**config.mk**
```make
export PLATFORM = sky130hd
export DESIGN_NAME = sfpio_port
export DESIGN_NICKNAME = d
export VERILOG_FILES = /design/src/inc/sfpio_pkg.sv /design/src/core/sfpio_port.sv
export VERILOG_INCLUDE_DIRS = /design/src /design/src/inc
export SDC_FILE = /design/constraint.sdc
export NUM_CORES = 1
export LEC_CHECK = 0
export ABC_AREA = 1
export BUFFER_PORTS_ARGS = -buffer_cell sky130_fd_sc_hd__buf_2
export CAP_MARGIN = 20
export CORE_MARGIN = 1.5
export CORE_UTILIZATION = 40
export CTS_CLUSTER_DIAMETER = 60
export DETAILED_ROUTE_END_ITERATION = 12
export PLACE_DENSITY = 0.7
export SLEW_MARGIN = 20
export SYNTH_ARGS = -nofsm -noshare
export SYNTH_HDL_FRONTEND = slang
export SYNTH_SLANG_ARGS = --single-unit
```
**constraint.sdc**
```tcl
create_clock -name clk -period 3.6 [get_ports clk]
set_input_delay 0.18 -clock clk [delete_from_list [all_inputs] [get_ports clk]]
set_output_delay 0.18 -clock clk [all_outputs]
set_load 0.02 [all_outputs]
```
**src/inc/sfpio_defines.svh**
```systemverilog
// constants for the serial frame port of the configurable i/o device
// assumes: included by the package and the core, one 20 MHz clock domain
//
// Summary of operation
// - A frame starts when frame select falls, and the next 16 falling serial clock edges carry input bits.
// - Each of the first 16 falling serial clock edges in a frame shifts the serial input bit into the input shift register.
// - The serial output changes only when frame select falls and on rising serial clock edges, one readback bit per edge, during a frame.
// - When frame select falls, the most significant bit of the outgoing word goes straight onto the serial output.
// - A new output bit is shifted only on the first rising edge after a falling edge while the frame is open.
// - The outgoing word is a sample result, register readback or temperature, chosen by the previous command.
// - Each configurable pin takes one of analog out, analog in, digital in or digital out, as the host configures it.
// - When so configured, the last configurable pin shows busy while a sample conversion runs.
`ifndef SFPIO_DEFINES_SVH
`define SFPIO_DEFINES_SVH

`define SFPIO_WORD_BITS 16
`define SFPIO_CNT_BITS 5
`define SFPIO_PINS 8
`define SFPIO_OUT_RESET 16'h0000
`define SFPIO_CONV_NS 2000
`define SFPIO_CLK_NS 50
`define SFPIO_CONV_CYC ((`SFPIO_CONV_NS + `SFPIO_CLK_NS - 1) / `SFPIO_CLK_NS)

`endif

```
**src/inc/sfpio_pkg.sv**
```systemverilog
// types shared by the serial frame port core
// assumes: sfpio_defines.svh is on the include path
`include "sfpio_defines.svh"

package sfpio_pkg;

	typedef enum logic [1:0] {
		SFPIO_FN_AOUT = 2'b00,
		SFPIO_FN_AIN = 2'b01,
		SFPIO_FN_DIN = 2'b10,
		SFPIO_FN_DOUT = 2'b11
	} sfpio_fn_t;

	typedef enum logic [1:0] {
		SFPIO_SRC_SAMPLE = 2'b00,
		SFPIO_SRC_READBACK = 2'b01,
		SFPIO_SRC_TEMP = 2'b10
	} sfpio_src_t;

	typedef enum logic [1:0] {
		SFPIO_ST_IDLE = 2'b00,
		SFPIO_ST_FRAME = 2'b01
	} sfpio_state_t;

	// one completed input frame
	typedef struct packed {
		logic valid;
		logic [`SFPIO_WORD_BITS-1:0] word;
	} sfpio_frame_t;

endpackage : sfpio_pkg

```
**src/core/sfpio_port.sv**
```systemverilog
// serial frame port: shifts in 16-bit frames, shifts out a readback word,
// drives per-pin function enables and the busy indication on the last pin.
// assumes: frame select, serial clock and serial input are asynchronous pins;
// the serial clock is slow against clk (400 ns and 700 ns in the bench) and is sampled.
`timescale 1ns/1ps
`include "sfpio_defines.svh"

module sfpio_port (
	input wire logic clk,
	input wire logic rst,
	input wire logic clk_en,
	input wire logic frame_sel_n,
	input wire logic serial_clk,
	input wire logic serial_in,
	input wire logic [`SFPIO_WORD_BITS-1:0] sample_word,
	input wire logic [`SFPIO_WORD_BITS-1:0] readback_word,
	input wire logic [`SFPIO_WORD_BITS-1:0] temp_word,
	input wire sfpio_pkg::sfpio_src_t out_src,
	input wire logic [2*`SFPIO_PINS-1:0] pin_fn,
	input wire logic busy_mode,
	input wire logic conv_start,
	output logic serial_out,
	output sfpio_pkg::sfpio_frame_t frame_out,
	output logic [`SFPIO_PINS-1:0] aout_en,
	output logic [`SFPIO_PINS-1:0] ain_en,
	output logic [`SFPIO_PINS-1:0] din_en,
	output logic [`SFPIO_PINS-1:0] dout_en,
	output logic config_pin_last_busy
);

	////////////////////////////////////////////////////////////////////////
	// pin synchronisers: first stage read only by the second

	logic [2:0] sync1_reg, sync1_next;
	logic [2:0] sync2_reg, sync2_next;
	logic [1:0] hist_reg, hist_next;

	always_comb begin
		sync1_next = {frame_sel_n, serial_clk, serial_in};
		sync2_next = sync1_reg;
		hist_next = sync2_reg[2:1];
	end

	always_ff @(posedge clk or posedge rst) begin
		if (rst) begin
			sync1_reg <= 3'h7;
			sync2_reg <= 3'h7;
			hist_reg <= 2'h3;
		end else if (clk_en) begin
			sync1_reg <= sync1_next;
			sync2_reg <= sync2_next;
			hist_reg <= hist_next;
		end
	end

	logic sel_n_s, sclk_s, sdi_s;
	logic frame_fall, sclk_fall, sclk_rise;
	assign sel_n_s = sync2_reg[2];
	assign sclk_s = sync2_reg[1];
	assign sdi_s = sync2_reg[0];
	assign frame_fall = hist_reg[1] && !sel_n_s;
	assign sclk_fall = hist_reg[0] && !sclk_s;
	assign sclk_rise = !hist_reg[0] && sclk_s;

	function automatic logic [`SFPIO_WORD_BITS-1:0] pick_word(
		input sfpio_pkg::sfpio_src_t src,
		input logic [`SFPIO_WORD_BITS-1:0] s,
		input logic [`SFPIO_WORD_BITS-1:0] r,
		input logic [`SFPIO_WORD_BITS-1:0] t
	);
		case (src)
			sfpio_pkg::SFPIO_SRC_READBACK: pick_word = r;
			sfpio_pkg::SFPIO_SRC_TEMP: pick_word = t;
			default: pick_word = s;
		endcase
	endfunction : pick_word

	////////////////////////////////////////////////////////////////////////
	// frame engine

	sfpio_pkg::sfpio_state_t state_reg, state_next;
	logic [`SFPIO_WORD_BITS-1:0] in_reg, in_next;
	logic [`SFPIO_WORD_BITS-1:0] out_reg, out_next;
	logic [`SFPIO_CNT_BITS-1:0] cnt_reg, cnt_next;
	logic armed_reg, armed_next;
	logic sdo_reg, sdo_next;
	sfpio_pkg::sfpio_frame_t frame_reg, frame_next;

	always_comb begin
		state_next = state_reg;
		in_next = in_reg;
		out_next = out_reg;
		cnt_next = cnt_reg;
		armed_next = armed_reg;
		sdo_next = sdo_reg;
		frame_next = '{valid: 1'b0, word: frame_reg.word};
		case (state_reg)
			sfpio_pkg::SFPIO_ST_IDLE: begin
				// serial clock ignored here
				if (frame_fall) begin
					out_next = pick_word(out_src, sample_word, readback_word,
						temp_word);
					sdo_next = out_next[`SFPIO_WORD_BITS-1];
					cnt_next = '0;
					armed_next = 1'b0;
					state_next = sfpio_pkg::SFPIO_ST_FRAME;
				end
			end
			sfpio_pkg::SFPIO_ST_FRAME: begin
				if (sel_n_s) begin
					state_next = sfpio_pkg::SFPIO_ST_IDLE;
				end else begin
					if (sclk_fall && cnt_reg < 5'h10) begin
						in_next = {in_reg[`SFPIO_WORD_BITS-2:0], sdi_s};
						cnt_next = cnt_reg + 5'h01;
						armed_next = 1'b1;
						if (cnt_reg == 5'h0f) begin
							frame_next = '{valid: 1'b1, word: in_next};
						end
					end
					// idle-low clock: a rise before any fall moves nothing
					if (sclk_rise && armed_reg) begin
						out_next = {out_reg[`SFPIO_WORD_BITS-2:0], 1'b0};
						sdo_next = out_next[`SFPIO_WORD_BITS-1];
						armed_next = 1'b0;
					end
				end
			end
			default: state_next = sfpio_pkg::SFPIO_ST_IDLE;
		endcase
	end

	always_ff @(posedge clk or posedge rst) begin
		if (rst) begin
			state_reg <= sfpio_pkg::SFPIO_ST_IDLE;
			in_reg <= '0;
			out_reg <= `SFPIO_OUT_RESET;
			cnt_reg <= '0;
			armed_reg <= 1'b0;
			sdo_reg <= 1'b0;
			frame_reg <= '0;
		end else if (clk_en) begin
			state_reg <= state_next;
			in_reg <= in_next;
			out_reg <= out_next;
			cnt_reg <= cnt_next;
			armed_reg <= armed_next;
			sdo_reg <= sdo_next;
			frame_reg <= frame_next;
		end
	end

	assign serial_out = sdo_reg;
	assign frame_out = frame_reg;

	////////////////////////////////////////////////////////////////////////
	// pin functions and busy

	logic [`SFPIO_PINS-1:0] aout_reg, aout_next, ain_reg, ain_next;
	logic [`SFPIO_PINS-1:0] din_reg, din_next, dout_reg, dout_next;
	logic [7:0] conv_reg, conv_next;
	logic busy_reg, busy_next;

	always_comb begin
		for (int i = 0; i < `SFPIO_PINS; i++) begin
			aout_next[i] = pin_fn[2*i +: 2] == sfpio_pkg::SFPIO_FN_AOUT;
			ain_next[i] = pin_fn[2*i +: 2] == sfpio_pkg::SFPIO_FN_AIN;
			din_next[i] = pin_fn[2*i +: 2] == sfpio_pkg::SFPIO_FN_DIN;
			dout_next[i] = pin_fn[2*i +: 2] == sfpio_pkg::SFPIO_FN_DOUT;
		end
		conv_next = conv_reg;
		if (conv_start) begin
			conv_next = 8'(`SFPIO_CONV_CYC);
		end else if (conv_reg != 8'h00) begin
			conv_next = conv_reg - 8'h01;
		end
		busy_next = busy_mode && (conv_next != 8'h00);
	end

	always_ff @(posedge clk or posedge rst) begin
		if (rst) begin
			aout_reg <= '0;
			ain_reg <= '0;
			din_reg <= '0;
			dout_reg <= '0;
			conv_reg <= 8'h00;
			busy_reg <= 1'b0;
		end else if (clk_en) begin
			aout_reg <= aout_next;
			ain_reg <= ain_next;
			din_reg <= din_next;
			dout_reg <= dout_next;
			conv_reg <= conv_next;
			busy_reg <= busy_next;
		end
	end

	assign aout_en = aout_reg;
	assign ain_en = ain_reg;
	assign din_en = din_reg;
	assign dout_en = dout_reg;
	assign config_pin_last_busy = busy_reg;
endmodule : sfpio_port

```
==> results of run 1 <==
-- worst max-delay path, cell delays in order (launching register included) --
cell and delay (ps):
dfrtp_1 510, inv_1 390, nor3_4 280, buf_4 310, nand2_2 460, nand2_1 220
o21ai_2 70
-- worst paths after layout --
| kind | to | slack [ps] | cells after the start |
|---|---|---|---|
| max in group asynchronous | frame_out[2]$_DFFE_PP0P_ | 2650 | 3 |
| worst max-delay path | frame_out[13]$_DFFE_PP0P_ | 1220 | 6 |
| worst max register to register | frame_out[13]$_DFFE_PP0P_ | 1220 | 6 |
| worst min-delay path | ain_en[1]$_DFFE_PP0P_ | 20 | 2 |
| worst min register to register | sync1_reg[0]$_DFFE_PP1P_ | 470 | 2 |
| min in group clk | sync1_reg[0]$_DFFE_PP1P_ | 40 | 3 |
-- power breakdown --
part / internal (mW) / leakage [nW] / switching, mW / total (mW)
Combinational: 0.216 / 1.55 / 0.399 / 0.615
Clock: 0.640 / 0.166 / 0.445 / 1.08
Sequential: 1.41 / 1.32 / 0.142 / 1.56
Total: 2.27 / 3.03 / 0.986 / 3.26
-- final cells by class --
class                      count  area, µm²
timing repair buffer         127      643.1
clock inverter                 6      97.59
tap                          143      178.9
clock buffer                  10      239.0
fill                        1065       5741
multi-input combinational    382       1859
sequential                   104       2613
inverter                      51      193.9
-- metal layers --
metal,global-route usage [%],vias to the layer above,routed length [µm]
li1,-,2044,-
met4,5.316,0,175
met2,27.89,137,5046
met5,0,-,0
met1,20.54,1937,4459
met3,5.184,19,662
-- synthesized netlist by cell type (2+ instances only) --
| cell | number | area (µm²) |
|---|---|---|
| nand2_1 | 175 | 656.9 |
| dfrtp_1 | 96 | 2402 |
| o21ai_0 | 87 | 435.4 |
| inv_1 | 49 | 183.9 |
| nor2_1 | 28 | 105.1 |
| nand3_1 | 18 | 90.09 |
| o21ai_2 | 16 | 140.1 |
| clkbuf_1 | 12 | 45.04 |
| buf_2 | 10 | 50.05 |
| a21oi_1 | 9 | 45.04 |
| a31oi_1 | 9 | 56.30 |
| dfstp_2 | 8 | 210.2 |
| or2_2 | 8 | 50.05 |
| ha_1 | 6 | 75.07 |
| o21ai_1 | 5 | 25.02 |
| buf_6 | 3 | 33.78 |
| xor2_1 | 3 | 26.28 |
| a211oi_1 | 2 | 15.01 |
| inv_2 | 2 | 7.510 |
| nand2_2 | 2 | 12.51 |
| nand4_1 | 2 | 12.51 |
-- cell usage in the layout (no fill, tap or decap), drive strengths merged --
cell type,count
dfstp,8
nor3,2
o21a,1
nand4,2
bufinv,2
o22ai,1
xor2,3
nor2,29
a21oi,10
a31oi,9
or2,8
clkbuf,10
a32o,1
buf,127
clkinv,2
dfrtp,96
nand3b,1
and3,1
a211oi,2
o21bai,1
inv,53
ha,6
a221oi,1
nand3,18
nand2,178
o21ai,108
-- logic make-up after synthesis --
family | count (synthesis) | synth area share, %
and+or+nand+nor | 239 | 20.52
adders and majority gates | 6 | 1.564
xor gates and xnor gates | 3 | 0.5475
buffers and inverters | 77 | 6.830
DFF | 104 | 54.43
AOI/OAI and AO/OA | 134 | 16.11
==> impl_metrics.yaml, run 1 <==
outcome:
  status: "complete, no violations"
synth:
  postSynth.asyncResetShare_pct: 100.0
  synth.distinct_cells: 34
  synth_area_um2: 4800
  ys.warnings.count: 0
  avgSynthCellArea_um2: 8.525
  synth_edf_count: 0
  syn-num-nets: 643
  synthCells: 563
  yosys_register_bits: 104
  synth_flop_cell: "dfrtp_1"
  ys_seq_area_share_pct: 54.43
routing:
  viasPerCell: 5.027
  drc: 0
  wire_per_inst_um: 12.57
  first_pass_iters: 8
  ant_nets: 0
  vias: 4137
  first_iter_violations: 250
  wirelength_um: 10340
global_routing:
  grt_start_max_net_pins: 75
  grt.total_usage_pct: 16.63
  grt_overflow: 0
  antenna_found_initial: 0
  grt_pass1_vias: 3896
  grt_first_pass_wirelength_um: 17330
hold_path:
  hold_path.class: "in -> async"
cells_and_area:
  finish.instance_area_um2: 5824
  diodes: 0
  drive_above_1_share_pct: 27.21
  largest_reg_flops: 17
  final_nets: 755
  fin_util_pct: 50.36
  area_growth_pct: 21.35
  final_cells: 823
timing:
  timing_hold_violations_final: 0
  rsz0062_at_grt: "no"
  holdWs_ps: 20.63
  slew_violations: 0
  worst-slew-pin-transition_ps: 975.8
  finClkSkew_ps: 6.083
  period_minus_slack_ps: 2383
  setup_viol: 0
  finalCritPeriodShare_pct: 66.19
  layout_setup_ws_ps: 1217
  fmax_mhz: 419.7
  slew_headroom_pct: 34.55
  tns_ps: 0
placed_design:
  place_ws_ps: 1192
  placed_cell_area_um2: 5488
  hpwl_um: 7343
  gp_congestion: 0.8546
  port_buffers: 124
  place_inst: 807
worst_setup_path:
  arrival_ps: 2590
  cp_max_fo: 34
  critPathLaunchType: "register"
  crit_path_end_kind: "register"
  r2r_start: "state_reg[0]$_DFFE_PP0P_"
  crit_start: "state_reg[0]$_DFFE_PP0P_"
  required_ps: 3810
  critPathKind: "reg -> reg"
floorplan:
  die_h_um: 112.5
  initial_utilization_pct: 41.50
  boundaryPins: 125
  fp.dieW_um: 112.5
  dieArea_um2: 12670
  num_rows: 39
  core-area_um2: 11560
clock_tree:
  postCtsSetupBuffers: 0
  clock_latency_ps: 340
  cts_max_path_buffers: 2
  cts_resized: 0
  path_clk_slew_ps: 70
  cts_tree: "yes"
  cts_root_buf: "clkbuf_16"
  cts_max_level: 3
  cts_buffers: 9
  clock_sinks: 104
  cts_hold_buf: 0
pwr:
  p_leak_nw: 3.030
  powerDensity_nw_per_um2: 558.9
  power.total_mw: 3.255
  peakVddDrop_v: 0.0002921
flow_run:
  drv_cap: 0
Note: power is estimated with default switching activity, not from simulation.
==> inputs of run 2 (changes only) <==
clock period = 2.4 ns   (was 3.6 ns; I/O delays follow)
==> run 2 against run 1 <==
- final area is 2.0% higher
- core utilization up 0.98 points
- via count down 0.73%
- cell count grew 1.7%
- maximum frequency up 29%
- the run now ends with DRC left
- first-iteration DRC count down 1.6%
- critical endpoint is now out_reg[9]$_DFFE_PP0P_
- combinational power is 52% higher
- critical path depth unchanged
- sequential power increased by 50%
==> impl_metrics.yaml, run 2 (same netlist as run 1, synthesis figures left out) <==
routing:
  viasPerCell: 4.907
  first_iter_violations: 246
  wirelength_um: 10580
  first_pass_iters: 11
  vias: 4107
  drc: 2
  ant_nets: 0
  wire_per_inst_um: 12.64
hold_path:
  hold_path_end: "aout_en[4]$_DFFE_PP0P_"
  hold_path.class: "in -> reg"
  whs_path_depth: 2
  hold_start: "pin_fn[8]"
clock_tree:
  cts_resized: 0
  cts_tree: "yes"
  cts_buffers: 9
  cts_max_path_buffers: 2
  clock_latency_ps: 340
  cts_root_buf: "clkbuf_16"
  clock_sinks: 104
  path_clk_slew_ps: 70
  cts_max_level: 3
cells_and_area:
  diodes: 0
  largest_reg_flops: 17
  drive_above_1_share_pct: 27.09
  final_nets: 769
  final_cell_mix: "nand2_1 (175), buf_2 (124), dfrtp_1 (96)"
  area_growth_pct: 23.72
  layout.cells.most_common: "nand2_1"
timing:
  holdWs_ps: 21.27
  finClkSkew_ps: 9.102
  period_minus_slack_ps: 1852
  slew_violations: 0
  rsz0062_at_grt: "no"
  slew_headroom_pct: 30.72
  worst-slew-pin-transition_ps: 1038
  tns_ps: 0
  setup_viol: 0
  timing_hold_violations_final: 0
  finalCritPeriodShare_pct: 77.15
  fmax_mhz: 540.0
floorplan:
  initial_utilization_pct: 41.50
  core-area_um2: 11560
  die_h_um: 112.5
  fp.dieW_um: 112.5
  boundaryPins: 125
  num_rows: 39
  dieArea_um2: 12670
worst_setup_path:
  r2r-end: "out_reg[9]$_DFFE_PP0P_"
  cp_top_family: "flip-flops"
  arrival_ps: 2110
  slowest_delay_ps: 510
  reg2reg_depth: 6
  critPathKind: "reg -> reg"
  crit_path_end_kind: "register"
  cp_max_fo: 24
  cp_cell_sequence: "inv_1 -> a21oi_4 -> nand2_2 -> inv_1 -> o21ai_0 -> o21ai_0"
  rrSetupSlack_ps: 550
  required_ps: 2660
  critPathLaunchType: "register"
  r2r_start: "state_reg[0]$_DFFE_PP0P_"
  crit_buf_inv: 2
  crit_slowest_cell: "dfrtp_1"
placed_design:
  hpwl_um: 7394
  gp_congestion: 0.8207
  port_buffers: 124
global_routing:
  grt_first_pass_wirelength_um: 18210
  use_met1_pct: 21.78
  grt_overflow: 0
  grt_busiest_layer: "met2"
  grt_start_max_net_pins: 105
  grt_pass1_vias: 4130
  antenna_found_initial: 0
  grtUsageMet3_pct: 4.212
  met2_usage_pct: 29.43
  grt.total_usage_pct: 17.41
outcome:
  status: "finished with violations"
  violations: "DRC"
flow_run:
  drv_cap: 0
pwr:
  powerDensity_nw_per_um2: 803.8
  peakVddDrop_v: 0.0003663
  p_leak_nw: 3.078
## run 2: worst max path at each step
stage / from / endpoint / slack (ps) / cells past startpoint
after floorplan: hist_reg[0]$_DFFE_PP1P_ / frame_out[0]$_DFFE_PP0P_ / 920 / 8
after global placement: state_reg[0]$_DFFE_PP0P_ / out_reg[9]$_DFFE_PP0P_ / 660 / 6
after detailed placement: state_reg[0]$_DFFE_PP0P_ / out_reg[9]$_DFFE_PP0P_ / 580 / 6
after CTS: state_reg[0]$_DFFE_PP0P_ / out_reg[3]$_DFFE_PP0P_ / 560 / 6
after global routing: state_reg[0]$_DFFE_PP0P_ / out_reg[7]$_DFFE_PP0P_ / 330 / 6
final: state_reg[0]$_DFFE_PP0P_ / out_reg[9]$_DFFE_PP0P_ / 550 / 6
## run 2: stage by stage
| stage | util [%] | cell area, µm² | power (mW) | cells | setup WS (ps) |
|---|---|---|---|---|---|
| 2_1_floorplan | - | 4803 | 2.987 | 563 | 920.6 |
| 3_3_place_gp | 47.77 | 5524 | 3.248 | 810 | 656.2 |
| 3_5_place_dp | 47.77 | 5524 | 3.300 | 810 | 576.5 |
| 4_1_cts | 51.35 | 5938 | 4.835 | 837 | 562.9 |
| 5_1_grt | 51.35 | 5938 | 5.074 | 837 | 326.4 |
| 6_report | 51.35 | 5938 | 4.773 | 837 | 548.3 |
## run 2: layer usage
| layer | part of all wire [%] | vias up | wire (µm) |
|---|---|---|---|
| met2 | 49 | 93 | 5166 |
| met4 | 0.72 | 0 | 76 |
| li1 | - | 2069 | - |
| met5 | 0 | - | 0 |
| met1 | 45 | 1935 | 4780 |
| met3 | 5.2 | 10 | 555 |
## run 2: power breakdown
group,internal [mW],switching (mW)
registers,2.12,0.224
clock network,0.842,0.652
logic,0.343,0.592
total,3.31,1.47
## run 2: cell type report
type | count | area, µm²
clock buffers | 10 | 239.0
multi-input cells | 382 | 1859
fillers | 1083 | 5627
repair buffers | 141 | 788.3
flip-flops and latches | 104 | 2613
clock inverters | 6 | 65.06
inverters | 51 | 195.2
well taps | 143 | 178.9
## run 2: worst register-to-register path: stages, from the launching register on
cell	delay (ps)
dfrtp_1	510
inv_1	210
a21oi_4	220
nand2_2	280
inv_1	270
o21ai_0	110
o21ai_0	170
## run 2: what timing repair did
item | 4_1_cts | 5_1_grt
hold buffers | 11 | 0
endpoints found under the hold margin | 111 | 0
setup buffers | 0 | 0
==> inputs of run 3 (changes only) <==
PLACE_DENSITY = 0.73   (was 0.7)
clock period = 1.7 ns   (was 2.4 ns; I/O delays follow)
==> run 3 against run 2 <==
- the flow still finishes with violations (DRC)
- sequential share of layout area is 0.79 points lower
- register-to-register slack lost 430 ps
- final area increased by 1.8%
- maximum frequency rose by 17%
- sequential power up 41%
- core utilization is 0.94 points higher
- critical path depth rose by 5
- first-iteration DRC count decreased by 26%
- clock skew about the same
- largest power group unchanged
==> impl_metrics.yaml, run 3 (same netlist as run 1, synthesis figures left out) <==
global_routing:
  antenna_found_initial: 0
  grt_pass1_vias: 4126
  grt_first_pass_wirelength_um: 18070
  grt_start_max_net_pins: 105
  grt.total_usage_pct: 17.31
  grt_overflow: 0
floorplan:
  dieArea_um2: 12670
  num_rows: 39
  boundaryPins: 125
  initial_utilization_pct: 41.50
  fp.dieW_um: 112.5
  die_h_um: 112.5
  core-area_um2: 11560
cells_and_area:
  final_nets: 774
  final_cell_mix: "nand2_1 (175), buf_2 (124), dfrtp_1 (96)"
  diodes: 0
  area_growth_pct: 25.99
  final_cells: 842
  finish.instance_area_um2: 6047
  largest_reg_flops: 17
  drive_above_1_share_pct: 28.18
  layout.cells.most_common: "nand2_1"
routing:
  vias: 4192
  ant_nets: 0
  first_iter_violations: 183
  viasPerCell: 4.979
  drc: 3
  wirelength_um: 10600
  first_pass_iters: 9
  wire_per_inst_um: 12.59
worst_setup_path:
  rrSetupSlack_ps: 120
  reg2reg_depth: 11
  arrival_ps: 1820
  r2r_start: "conv_reg[1]$_DFFE_PP0P_"
  critPathKind: "reg -> reg"
  r2r-end: "config_pin_last_busy$_DFFE_PP0P_"
  crit_slowest_cell: "dfrtp_1"
  slowest_delay_ps: 420
  cp_cell_sequence: "inv_2 -> ha_1 -> nand3_1 -> nor2_2 -> nor2_1 -> nand3_1 -> nand2_1 -> nor2_1 -> nand2_1 -> nand2_1 -> nand2_1"
  required_ps: 1930
  cp_max_fo: 4
  critPathLaunchType: "register"
  cp_common_cell: "nand2_1"
  crit_path_end_kind: "register"
timing:
  finalCritPeriodShare_pct: 93.14
  holdWs_ps: 14.44
  slew_violations: 0
  worst-slew-pin-transition_ps: 548.4
  setup_viol: 0
  timing_hold_violations_final: 0
  period_minus_slack_ps: 1583
  finClkSkew_ps: 8.930
  slew_headroom_pct: 63.44
  fmax_mhz: 631.5
clock_tree:
  cts_max_level: 3
  cts_buffers: 9
  cts_max_path_buffers: 2
  clock_latency_ps: 340
  path_clk_slew_ps: 70
  clock_sinks: 104
  cts_root_buf: "clkbuf_16"
  cts_tree: "yes"
outcome:
  violations: "DRC"
  status: "finished with violations"
pwr:
  powerDensity_nw_per_um2: 1149
  peakVddDrop_v: 0.0006270
  p_leak_nw: 3.126
hold_path:
  hold_path_end: "din_en[6]$_DFFE_PP0P_"
  hold_start: "pin_fn[13]"
  whs_path_depth: 3
  hold_path.class: "in -> reg"
placed_design:
  port_buffers: 124
  hpwl_um: 7327
  placed_cell_area_um2: 5572
  place_inst: 813
  gp_congestion: 0.8409
flow_run:
  drv_cap: 0
## run 3: changes by cell type in the layout (fill, tap and decap cells not counted), sizes merged
| cell | before | now |
|---|---|---|
| buf | 130 | 134 |
| bufinv | 1 | 2 |
| clkinv | 2 | 1 |
| clkinvlp | 2 | 1 |
| dlygate4sd3 | 11 | 12 |
| inv | 52 | 53 |
## run 3: how the worst max path moves through the flow
| stage | depth (start not counted) | slack (ps) | end | start |
|---|---|---|---|---|
| after floorplan | 8 | 220 | frame_out[0]$_DFFE_PP0P_ | hist_reg[0]$_DFFE_PP1P_ |
| after global placement | 11 | 140 | config_pin_last_busy$_DFFE_PP0P_ | conv_reg[0]$_DFFE_PP0P_ |
| after detailed placement | 11 | 30 | config_pin_last_busy$_DFFE_PP0P_ | conv_reg[0]$_DFFE_PP0P_ |
| after CTS | 11 | 20 | config_pin_last_busy$_DFFE_PP0P_ | conv_reg[0]$_DFFE_PP0P_ |
| after global routing | 11 | -80 | config_pin_last_busy$_DFFE_PP0P_ | conv_reg[0]$_DFFE_PP0P_ |
| final | 11 | 120 | config_pin_last_busy$_DFFE_PP0P_ | conv_reg[1]$_DFFE_PP0P_ |
## run 3: layout make-up
| type | instances | area (µm²) |
|---|---|---|
| clock inverter | 6 | 97.59 |
| tap | 143 | 178.9 |
| sequential | 104 | 2613 |
| fill | 1079 | 5518 |
| clock buffer | 10 | 239.0 |
| multi-input combinational | 382 | 1867 |
| inverter | 51 | 195.2 |
| timing repair buffer | 146 | 857.1 |
## run 3: stage by stage
step / utilization (%) / total power, mW / setup slack, ps / TNS (ps)
4_1_cts: 52.13 / 7.028 / 20.50 / 0
2_1_floorplan: - / 4.217 / 220.6 / 0
5_1_grt: 52.29 / 7.393 / -80.15 / -80.15
3_5_place_dp: 48.18 / 4.676 / 29.68 / 0
6_report: 52.29 / 6.948 / 116.6 / 0
3_3_place_gp: 48.18 / 4.592 / 139.0 / 0
## run 3: what timing repair did
item | in CTS | in global routing
gates resized for setup | 0 | 6
endpoints found under the setup margin | 0 | 6
hold buffers | 12 | 0
endpoints found under the hold margin | 115 | 0
buffers inserted | 0 | 1
## run 3: report_power, final
part | internal (mW) | leakage (nW) | switching [mW]
Combinational | 0.511 | 1.64 | 0.858
Sequential | 2.99 | 1.32 | 0.300
Clock | 1.35 | 0.166 | 0.931
## run 3: worst max-delay path: cells and delay by family, from the launching register on
kind | cells | cell delay, ps
buf+inv | 1 | 90
simple gates | 9 | 810
flops | 1 | 420
fa+ha+maj | 1 | 150
## run 3: metal layers
metal  vias to the layer above  GRT usage, %  part of all wire, %
met4                         0         5.316                  1.3
met1                      1985         21.26                   43
li1                       2074             -                    -
met5                         -             0                    0
met3                        18         5.508                  6.1
met2                       115         29.19                   50
